$ cat src/acc_pkg.sv
// Package with register map, field layout and reset values of the comparator control block.
package acc_pkg;

  // Register word offsets (byte addresses on the Avalon-MM bus).
  localparam logic [3:0] ACC_CTRL_OFS = 4'h0;
  localparam logic [3:0] ACC_IRQ_STATUS_OFS = 4'h4;
  localparam logic [3:0] ACC_IRQ_MASK_OFS = 4'h8;
  localparam logic [3:0] ACC_SYSOPT_OFS = 4'hC;

  // Control and status register field positions.
  localparam int ACC_MODE_LO_BIT = 0;
  localparam int ACC_OPE_BIT = 2;
  localparam int ACC_LIVE_BIT = 3;
  localparam int ACC_IE_BIT = 4;
  localparam int ACC_FLAG_BIT = 5;
  localparam int ACC_REFSEL_BIT = 6;
  localparam int ACC_ENABLE_BIT = 7;

  // Sticky status bits: compare event and wakeup request.
  localparam int ACC_EVT_BIT = 0;
  localparam int ACC_WAKE_BIT = 1;
  localparam int ACC_IRQ_W = 2;

  // System option bit that routes the result to timer one channel zero.
  localparam int ACC_ROUTE_BIT = 0;

  // Reset values.
  localparam logic [7:0] ACC_CTRL_RST = 8'h00;
  localparam logic [1:0] ACC_IRQ_RST = 2'h0;
  localparam logic ACC_ROUTE_RST = 1'b0;

  // Event mode encodings.
  localparam logic [1:0] ACC_MODE_FALL0 = 2'h0;
  localparam logic [1:0] ACC_MODE_RISE = 2'h1;
  localparam logic [1:0] ACC_MODE_FALL2 = 2'h2;
  localparam logic [1:0] ACC_MODE_BOTH = 2'h3;

  // Power modes reported by the system mode controller.
  typedef enum logic [2:0] {
    ACC_PM_RUN,
    ACC_PM_WAIT,
    ACC_PM_STOP3,
    ACC_PM_STOP2,
    ACC_PM_STOP1,
    ACC_PM_BDM
  } acc_pmode_e;

endpackage : acc_pkg

$ cat src/acc_analog_comparator_ctrl.sv
// Digital control around the analog comparator with Avalon-MM registers and power modes.
// Summary of operation
// RULE1: Routing bit feeds result to timer capture zero.
// RULE2: Routing bit disconnects timer channel zero pin.
// RULE3: Software sets reference buffer when selecting reference.
// RULE4: Comparator keeps detecting events during wait mode.
// RULE5: Enabled event in wait raises interrupt request.
// RULE6: Software disables comparator in wait if unused.
// RULE7: Shallowest stop keeps comparing without bus clock.
// RULE8: Shallowest stop keeps driving enabled output pin.
// RULE9: Shallowest stop event sets flag and wakes.
// RULE10: Reset exit from stop restores reset state.
// RULE11: Deeper stop modes power comparator fully down.
// RULE12: Wake from deeper stop presents reset state.
// RULE13: Background debug halt keeps comparator running normally.
// RULE14: Event selectable as rising, falling or both.
// RULE15: Mode 00 fall, 01 rise, 10 fall, 11 both.
// RULE16: Flag sets on event, cleared writing one.
// RULE17: Interrupt asserted while flag and enable set.
// RULE18: Live result bit reads zero when disabled.
// RULE19: Raw result synchronised by two flip-flops.
//
// Implementation choices: the register addresses and the Avalon-MM slave port.
module acc_analog_comparator_ctrl
  import acc_pkg::*;
(
  input wire logic core_clk,
  input wire logic reset_n,
  input wire logic [3:0] avs_address,
  input wire logic avs_read,
  input wire logic avs_write,
  input wire logic [31:0] avs_writedata,
  input wire logic [3:0] avs_byteenable,
  output logic [31:0] avs_readdata,
  output logic avs_waitrequest,
  input wire logic [2:0] power_mode,
  input wire logic comparator_raw,
  input wire logic timer_one_channel_zero_pin_in,
  output logic comparator_enable,
  output logic reference_select,
  output logic comparator_output_pin,
  output logic comparator_output_pin_oe,
  output logic timer_one_channel_zero_pin_oe_n,
  output logic timer_one_capture_in,
  output logic compare_irq,
  output logic stop_wakeup,
  output logic irq
);

  logic [7:0] ctrl_q;
  logic route_q;
  logic [ACC_IRQ_W-1:0] status_q;
  logic [ACC_IRQ_W-1:0] mask_q;
  logic sync1_q;
  logic sync2_q;
  logic prev_q;
  logic prev_valid_q;
  logic ack_q;
  logic [31:0] rdata_q;
  logic deep_stop;
  logic active;
  logic rise;
  logic fall;
  logic event_hit;
  logic wr_ctrl;
  logic wr_stat;
  logic wr_accept;
  logic wr_route;
  logic wr_mask;
  logic access;
  logic [1:0] mode;
  acc_pmode_e pmode;

  assign pmode = acc_pmode_e'(power_mode);
  // Deeper stop modes hold control, status and routing in reset so waking shows reset state; the mask keeps its value.
  assign deep_stop = (pmode == ACC_PM_STOP2) || (pmode == ACC_PM_STOP1); // RULE11 RULE12
  // Run, wait, stop3 and debug halt all keep the comparator working alike.
  assign active = ctrl_q[ACC_ENABLE_BIT] && !deep_stop; // RULE4 RULE7 RULE13
  assign mode = ctrl_q[ACC_MODE_LO_BIT+1:ACC_MODE_LO_BIT];

  // Two-stage synchroniser on the asynchronous comparator result.
  always_ff @(posedge core_clk or negedge reset_n) begin
    if (!reset_n) begin
      sync1_q <= 1'b0;
      sync2_q <= 1'b0;
    end else begin
      sync1_q <= comparator_raw; // RULE19
      sync2_q <= sync1_q;
    end
  end

  // Previous synchronised value; invalid right after enabling so no false edge.
  always_ff @(posedge core_clk or negedge reset_n) begin
    if (!reset_n) begin
      prev_q <= 1'b0;
      prev_valid_q <= 1'b0;
    end else begin
      prev_q <= sync2_q;
      prev_valid_q <= active;
    end
  end

  assign rise = active && prev_valid_q && sync2_q && !prev_q;
  assign fall = active && prev_valid_q && !sync2_q && prev_q;

  // Event selection by mode field.
  always_comb begin
    case (mode) // RULE14 RULE15
      ACC_MODE_RISE: event_hit = rise;
      ACC_MODE_BOTH: event_hit = rise || fall;
      ACC_MODE_FALL0: event_hit = fall;
      ACC_MODE_FALL2: event_hit = fall;
      default: event_hit = 1'b0;
    endcase
  end

  // Bus access decode; every access is answered one cycle after it is seen.
  // A write lands only at the edge where waitrequest is low, where the master completes it.
  assign access = (avs_read || avs_write) && !ack_q;
  assign avs_waitrequest = (avs_read || avs_write) && !ack_q;
  assign wr_accept = avs_write && ack_q && avs_byteenable[0];
  assign wr_ctrl = wr_accept && (avs_address == ACC_CTRL_OFS);
  assign wr_stat = wr_accept && (avs_address == ACC_IRQ_STATUS_OFS);
  assign wr_route = wr_accept && (avs_address == ACC_SYSOPT_OFS);
  assign wr_mask = wr_accept && (avs_address == ACC_IRQ_MASK_OFS);

  always_ff @(posedge core_clk or negedge reset_n) begin
    if (!reset_n) begin
      ack_q <= 1'b0;
    end else begin
      ack_q <= access;
    end
  end

  // Control bits; the flag and live bits are kept apart in their own logic.
  always_ff @(posedge core_clk or negedge reset_n) begin
    if (!reset_n) begin
      ctrl_q <= ACC_CTRL_RST; // RULE10
    end else if (deep_stop) begin
      ctrl_q <= ACC_CTRL_RST; // RULE11 RULE12
    end else begin
      if (wr_ctrl) begin
        ctrl_q[ACC_ENABLE_BIT] <= avs_writedata[ACC_ENABLE_BIT];
        ctrl_q[ACC_REFSEL_BIT] <= avs_writedata[ACC_REFSEL_BIT];
        ctrl_q[ACC_IE_BIT] <= avs_writedata[ACC_IE_BIT];
        ctrl_q[ACC_OPE_BIT] <= avs_writedata[ACC_OPE_BIT];
        ctrl_q[ACC_MODE_LO_BIT+1:ACC_MODE_LO_BIT] <=
          avs_writedata[ACC_MODE_LO_BIT+1:ACC_MODE_LO_BIT];
      end
      // Event wins over a simultaneous write-one clear.
      if (event_hit) begin
        ctrl_q[ACC_FLAG_BIT] <= 1'b1; // RULE16
      end else if (wr_ctrl && avs_writedata[ACC_FLAG_BIT]) begin
        ctrl_q[ACC_FLAG_BIT] <= 1'b0; // RULE16
      end
      ctrl_q[ACC_LIVE_BIT] <= 1'b0;
    end
  end

  // Timer routing option, also cleared by deep stop.
  always_ff @(posedge core_clk or negedge reset_n) begin
    if (!reset_n) begin
      route_q <= ACC_ROUTE_RST;
    end else if (deep_stop) begin
      route_q <= ACC_ROUTE_RST;
    end else if (wr_route) begin
      route_q <= avs_writedata[ACC_ROUTE_BIT];
    end
  end

  // Sticky interrupt status; set wins over write-one-to-clear.
  always_ff @(posedge core_clk or negedge reset_n) begin
    if (!reset_n) begin
      status_q <= ACC_IRQ_RST;
    end else if (deep_stop) begin
      status_q <= ACC_IRQ_RST;
    end else begin
      if (event_hit) begin
        status_q[ACC_EVT_BIT] <= 1'b1;
      end else if (wr_stat && avs_writedata[ACC_EVT_BIT]) begin
        status_q[ACC_EVT_BIT] <= 1'b0;
      end
      if (stop_wakeup) begin
        status_q[ACC_WAKE_BIT] <= 1'b1;
      end else if (wr_stat && avs_writedata[ACC_WAKE_BIT]) begin
        status_q[ACC_WAKE_BIT] <= 1'b0;
      end
    end
  end

  // Interrupt mask register.
  always_ff @(posedge core_clk or negedge reset_n) begin
    if (!reset_n) begin
      mask_q <= ACC_IRQ_RST;
    end else if (wr_mask) begin
      mask_q <= avs_writedata[ACC_IRQ_W-1:0];
    end
  end

  // Read data is registered; unmapped addresses read zero.
  always_ff @(posedge core_clk or negedge reset_n) begin
    if (!reset_n) begin
      rdata_q <= 32'h0000_0000;
    end else if (avs_read && !ack_q) begin
      case (avs_address)
        ACC_CTRL_OFS: begin
          rdata_q <= {24'h000000, ctrl_q[7:4], active && sync2_q, ctrl_q[2:0]}; // RULE18
        end
        ACC_IRQ_STATUS_OFS: rdata_q <= {30'h0000_0000, status_q};
        ACC_IRQ_MASK_OFS: rdata_q <= {30'h0000_0000, mask_q};
        ACC_SYSOPT_OFS: rdata_q <= {31'h0000_0000, route_q};
        default: rdata_q <= 32'h0000_0000;
      endcase
    end
  end

  assign avs_readdata = rdata_q;

  // Interrupt and wakeup requests toward the CPU and mode controller.
  assign compare_irq = ctrl_q[ACC_FLAG_BIT] && ctrl_q[ACC_IE_BIT]; // RULE17 RULE5
  assign stop_wakeup = (pmode == ACC_PM_STOP3) && compare_irq; // RULE9
  assign irq = |(status_q & mask_q);

  // Output pin follows the synchronised result in every working mode.
  always_ff @(posedge core_clk or negedge reset_n) begin
    if (!reset_n) begin
      comparator_output_pin <= 1'b0;
      comparator_output_pin_oe <= 1'b0;
    end else begin
      comparator_output_pin <= active && sync2_q; // RULE8
      comparator_output_pin_oe <= active && ctrl_q[ACC_OPE_BIT]; // RULE8
    end
  end

  // Timer capture routing: result replaces the pin and the pin is cut off.
  assign timer_one_capture_in = route_q ? (active && sync2_q) : timer_one_channel_zero_pin_in; // RULE1
  assign timer_one_channel_zero_pin_oe_n = route_q; // RULE2

  // Analog core enable; the reference buffer itself is software's job.
  assign comparator_enable = active; // RULE11
  assign reference_select = ctrl_q[ACC_REFSEL_BIT]; // RULE3

  // Checks on event detection and the event flag.
  a_flag_set_event: assert property (@(posedge core_clk) disable iff (!reset_n) // RULE16
    event_hit && !deep_stop |=> ctrl_q[ACC_FLAG_BIT])
    else $error("Flag not set after event.");

  a_flag_hold: assert property (@(posedge core_clk) disable iff (!reset_n) // RULE16
    ctrl_q[ACC_FLAG_BIT] && !deep_stop && !(wr_ctrl && avs_writedata[ACC_FLAG_BIT])
    |=> ctrl_q[ACC_FLAG_BIT])
    else $error("Flag lost without clear.");

  a_stat_set: assert property (@(posedge core_clk) disable iff (!reset_n) // RULE16
    event_hit |=> status_q[ACC_EVT_BIT])
    else $error("Status bit not set after event.");

  a_irq_follow_flag: assert property (@(posedge core_clk) disable iff (!reset_n) // RULE17
    compare_irq == (ctrl_q[ACC_FLAG_BIT] && ctrl_q[ACC_IE_BIT]))
    else $error("Interrupt does not follow flag and enable.");

  a_rise_mode: assert property (@(posedge core_clk) disable iff (!reset_n) // RULE15
    mode == ACC_MODE_RISE && fall |-> !event_hit)
    else $error("Falling edge hit in rising mode.");

  a_fall_mode: assert property (@(posedge core_clk) disable iff (!reset_n) // RULE14
    !mode[0] && rise |-> !event_hit)
    else $error("Rising edge hit in falling mode.");

  a_rise_hit: assert property (@(posedge core_clk) disable iff (!reset_n) // RULE14
    mode == ACC_MODE_RISE && rise |-> event_hit)
    else $error("Rising edge missed in rising mode.");

  a_fall_hit: assert property (@(posedge core_clk) disable iff (!reset_n) // RULE15
    !mode[0] && fall |-> event_hit)
    else $error("Falling edge missed in falling mode.");

  a_both_hit: assert property (@(posedge core_clk) disable iff (!reset_n) // RULE15
    mode == ACC_MODE_BOTH && (rise || fall) |-> event_hit)
    else $error("Edge missed in either-edge mode.");

  a_first_edge: assert property (@(posedge core_clk) disable iff (!reset_n) // RULE19
    active && !$past(active) |-> !event_hit)
    else $error("Event taken in the first enabled cycle.");

  a_sync_delay: assert property (@(posedge core_clk) disable iff (!reset_n) // RULE19
    $rose(sync2_q) |-> $past(comparator_raw, 2))
    else $error("Synchroniser depth wrong.");

  // Checks on power modes.
  a_wait_run: assert property (@(posedge core_clk) disable iff (!reset_n) // RULE4
    pmode == ACC_PM_WAIT && ctrl_q[ACC_ENABLE_BIT] |-> comparator_enable)
    else $error("Comparator stopped in wait mode.");

  a_wait_irq: assert property (@(posedge core_clk) disable iff (!reset_n) // RULE5
    pmode == ACC_PM_WAIT && event_hit && ctrl_q[ACC_IE_BIT] |=> compare_irq)
    else $error("No interrupt after wait mode event.");

  a_stop3_wake: assert property (@(posedge core_clk) disable iff (!reset_n) // RULE9
    pmode == ACC_PM_STOP3 && event_hit && ctrl_q[ACC_IE_BIT] |=> stop_wakeup)
    else $error("No wakeup after stop3 event.");

  a_wake_stop3: assert property (@(posedge core_clk) disable iff (!reset_n) // RULE9
    stop_wakeup |-> pmode == ACC_PM_STOP3 && compare_irq)
    else $error("Wakeup outside stop3 or without interrupt.");

  a_debug_run: assert property (@(posedge core_clk) disable iff (!reset_n) // RULE13
    pmode == ACC_PM_BDM && ctrl_q[ACC_ENABLE_BIT] |-> comparator_enable)
    else $error("Comparator stopped in debug halt.");

  a_deep_reset: assert property (@(posedge core_clk) disable iff (!reset_n) // RULE11
    deep_stop |=> ctrl_q == ACC_CTRL_RST && !comparator_output_pin_oe)
    else $error("Deep stop did not clear the comparator.");

  a_deep_clear: assert property (@(posedge core_clk) disable iff (!reset_n) // RULE12
    deep_stop |=> status_q == ACC_IRQ_RST && route_q == ACC_ROUTE_RST)
    else $error("Deep stop left status or routing set.");

  a_idle_quiet: assert property (@(posedge core_clk) disable iff (!reset_n) // RULE11
    !active |=> !comparator_output_pin_oe && !comparator_output_pin)
    else $error("Output pin driven while inactive.");

  // Checks on pins, routing and the register bus.
  a_pin_drive: assert property (@(posedge core_clk) disable iff (!reset_n) // RULE8
    active && ctrl_q[ACC_OPE_BIT]
    |=> comparator_output_pin_oe && (comparator_output_pin == $past(sync2_q)))
    else $error("Output pin does not follow the result.");

  a_live_zero: assert property (@(posedge core_clk) disable iff (!reset_n) // RULE18
    avs_read && !ack_q && avs_address == ACC_CTRL_OFS && !active
    |=> !avs_readdata[ACC_LIVE_BIT])
    else $error("Live bit nonzero while disabled.");

  a_route_cut: assert property (@(posedge core_clk) disable iff (!reset_n) // RULE1
    route_q
    |-> timer_one_channel_zero_pin_oe_n && timer_one_capture_in == (active && sync2_q))
    else $error("Timer routing wrong.");

  a_route_pin: assert property (@(posedge core_clk) disable iff (!reset_n) // RULE2
    !route_q |-> !timer_one_channel_zero_pin_oe_n && timer_one_capture_in == timer_one_channel_zero_pin_in)
    else $error("Timer pin not passed through.");

  a_one_wait: assert property (@(posedge core_clk) disable iff (!reset_n)
    avs_waitrequest |=> !avs_waitrequest)
    else $error("More than one wait state.");

endmodule : acc_analog_comparator_ctrl

$ cat config.mk
export PLATFORM = sky130hd
export DESIGN_NAME = acc_analog_comparator_ctrl
export DESIGN_NICKNAME = d
export VERILOG_FILES = /design/src/acc_pkg.sv /design/src/acc_analog_comparator_ctrl.sv
export SDC_FILE = /design/constraint.sdc
export NUM_CORES = 1
export LEC_CHECK = 0
export BUFFER_PORTS_ARGS = -buffer_cell sky130_fd_sc_hd__buf_2
export CORE_AREA = 2 2 84 62
export CTS_CLUSTER_SIZE = 8
export DETAILED_ROUTE_END_ITERATION = 12
export DIE_AREA = 0 0 86 64
export PLACE_DENSITY_LB_ADDON = 0.2
export SLEW_MARGIN = 20
export SYNTH_ARGS = -nofsm -noshare
export SYNTH_HDL_FRONTEND = slang
export SYNTH_SLANG_ARGS = --single-unit
export TNS_END_PERCENT = 10
$ cat constraint.sdc
create_clock -name core_clk -period 2 [get_ports core_clk]
set_input_delay 0.2 -clock core_clk [delete_from_list [all_inputs] [get_ports core_clk]]
set_output_delay 0.2 -clock core_clk [all_outputs]
set_load 0.01 [all_outputs]
==> impl_metrics.ini <==
[critical_path]
endpoint_kind = output pin
critPathLaunchType = flop
r2r_cells = 4
crit_required_ps = 1800
cp_max_fo = 8
crit_type = reg2out
worst-endpoint-arrival_ps = 1340

[floorplanning]
coreArea_um2 = 4650
initial_utilization = 0.300
die_h_um = 64
fp.dieArea_um2 = 5500
ioPinCount = 91
num_rows = 21
die_w_um = 86

[timing]
finalHoldViolCount = 0
period_share = 0.769
timing.slew.headroom = 0.590
setup_viol_count_final = 0
whs_ps = 33.4
setup_slack_ps = 462
clock.fmax_mhz = 650
min_period_ps = 1540
maxSlewViolCount = 0
fin_tns_setup_ps = 0
finClkSkew_ps = 6.26
worst_pin_slew_ps = 615
grt_setup_unrepaired = false

[route]
drtAntennaViolNets = 0
drtIter0Drc = 52
vias_per_cell = 4.34
vias = 1006
wl_per_cell_um = 12.5
firstDrtPassIters = 5
wirelength_um = 2900
drc = 0

[status]
outcome = complete, no violations

[run]
maxCapViolCount = 0

[clock_tree]
clock_path_buffers = 2
cts-root-buf = clkbuf_8
clkTransAtPathRegs_ps = 90
clock-sinks = 27
cts_tree = done
htree_levels = 1
numCtsBuffers = 3
insertion_delay_ps = 270
post-cts-setup-buffers = 0

[global_routing]
grt_usage = 0.109
grt_pass1_vias = 975
antenna_found_initial = 0
grt_pass1_wl_um = 4680
grt_max_degree = 28
grt_overflow = 0

[synth]
synth_cell_types = 29
yosys_register_bits = 27
ys_async_sr_fraction = 1.00
netlist_area_um2 = 1400
synth_area_per_cell_um2 = 10.3
synth_cells = 135
ys_warn_count = 0
synth_flop_cell = dfrtp_1
yosysSeqAreaShare = 0.484
synth-edff-count = 0

[hold_path]
min_delay_path_depth = 1
hp-class = in2reg

[final_layout]
final_common_cell = buf_2
finalNonFillerCells = 232
drive_gt1_frac = 0.303
final_cell_mix = 38 x buf_2, 27 x dfrtp_1, 24 x conb_1, 16 x nand2_1, 12 x nor2_1
nNetsFinal = 225
area_growth_syn_to_layout_pct = 14.9
antenna_cells = 0

[placement]
place_ws_ps = 444
io_buffers = 38
hpwlAfterDp_um = 2250
globalplace.congestion = 0.713
place_inst = 227

[pwr]
peakVddDrop_mv = 0.392
power_leakage_nw = 0.835
p_per_area_nw_per_um2 = 622
[worst max-delay path: stages (launching register included)]
cell and delay [ps]:
dfrtp_1 470, and3_1 200, mux2_2 260, buf_2 140
[cell usage after synthesis, types with 2 or more instances]
library cell	number	area share
and3_1	3	0.013
and2_1	3	0.013
buf_6	2	0.016
nand3_1	2	0.0072
a22oi_1	2	0.011
o21ai_0	9	0.032
buf_4	24	0.13
nand2_1	16	0.043
dfrtp_1	27	0.48
nand4_1	5	0.022
nor2_1	12	0.032
mux2i_1	8	0.057
mux2_2	5	0.040
nand2b_1	2	0.0090
[registers in the layout, summed over array words and instances, names as in the netlist]
| name | flops |
|---|---|
| timer_one_channel_zero_pin_oe_n | 1 |
| avs_readdata | 8 |
| ctrl_q | 7 |
| status_q | 2 |
| prev_q | 1 |
| comparator_output_pin_oe | 1 |
| mask_q | 2 |
| comparator_output_pin | 1 |
| ack_q | 1 |
| sync1_q | 1 |
| sync2_q | 1 |
| prev_valid_q | 1 |
[per-stage QoR]
stage	power, W	util	instance area [µm²]
floorplan	0.000679	-	1480
global placement	0.000695	0.333	1550
detailed placement	0.000697	0.333	1550
CTS	0.00101	0.345	1600
global route	0.00105	0.345	1600
finish	0.000997	0.345	1600
[layout make-up]
cell class              count  area (µm²)
multi-input cells         103         594
clock buffers               3        41.3
repair buffers             41         215
fillers                   468        3050
well taps                  57        71.3
clock inverters             1        5.00
flip-flops and latches     27         676
[power by group]
| part | total, W | switching (W) | internal (W) | leakage [nW] |
|---|---|---|---|---|
| registers | 0.000570 | 0.0000106 | 0.000560 | 0.367 |
| clock network | 0.000309 | 0.000170 | 0.000140 | 0.0255 |
| logic | 0.000117 | 0.0000767 | 0.0000405 | 0.443 |
| total | 0.000997 | 0.000257 | 0.000740 | 0.835 |
[logic make-up after synthesis]
kind of cell | count (synthesis) | share of synthesized area
compound gates | 16 | 0.0753
flops | 27 | 0.484
buf+inv | 28 | 0.152
mux | 13 | 0.0978
simple gates | 50 | 0.188
other cells | 1 | 0.00269
[per-layer routing]
layer / track usage / up-vias / part of all wire
met2: 0.154 / 42 / 0.41
met1: 0.164 / 466 / 0.52
met3: 0.0362 / 2 / 0.069
met5: 0 / - / 0
met4: 0.0179 / 0 / 0.0034
li1: - / 496 / -
[repair_timing]
item	CTS	global route
setup endpoints to repair	0	0
resized for setup	0	0
hold buffers	1	0
endpoints found under the hold margin	27	0
[path summary, 6_finish.rpt]
kind / start / to / slack (ps)
worst max register to register: ack_q / ctrl_q[0] / 510
worst min register to register: sync1_q / sync2_q / 360
min in group asynchronous: reset_n / avs_readdata[4] / 470
worst min-delay path: comparator_raw / sync1_q / 30
worst max-delay path: ctrl_q[7] / timer_one_capture_in / 460
max in group asynchronous: reset_n / status_q[0] / 1130
Power figures use the tool's default switching activity.
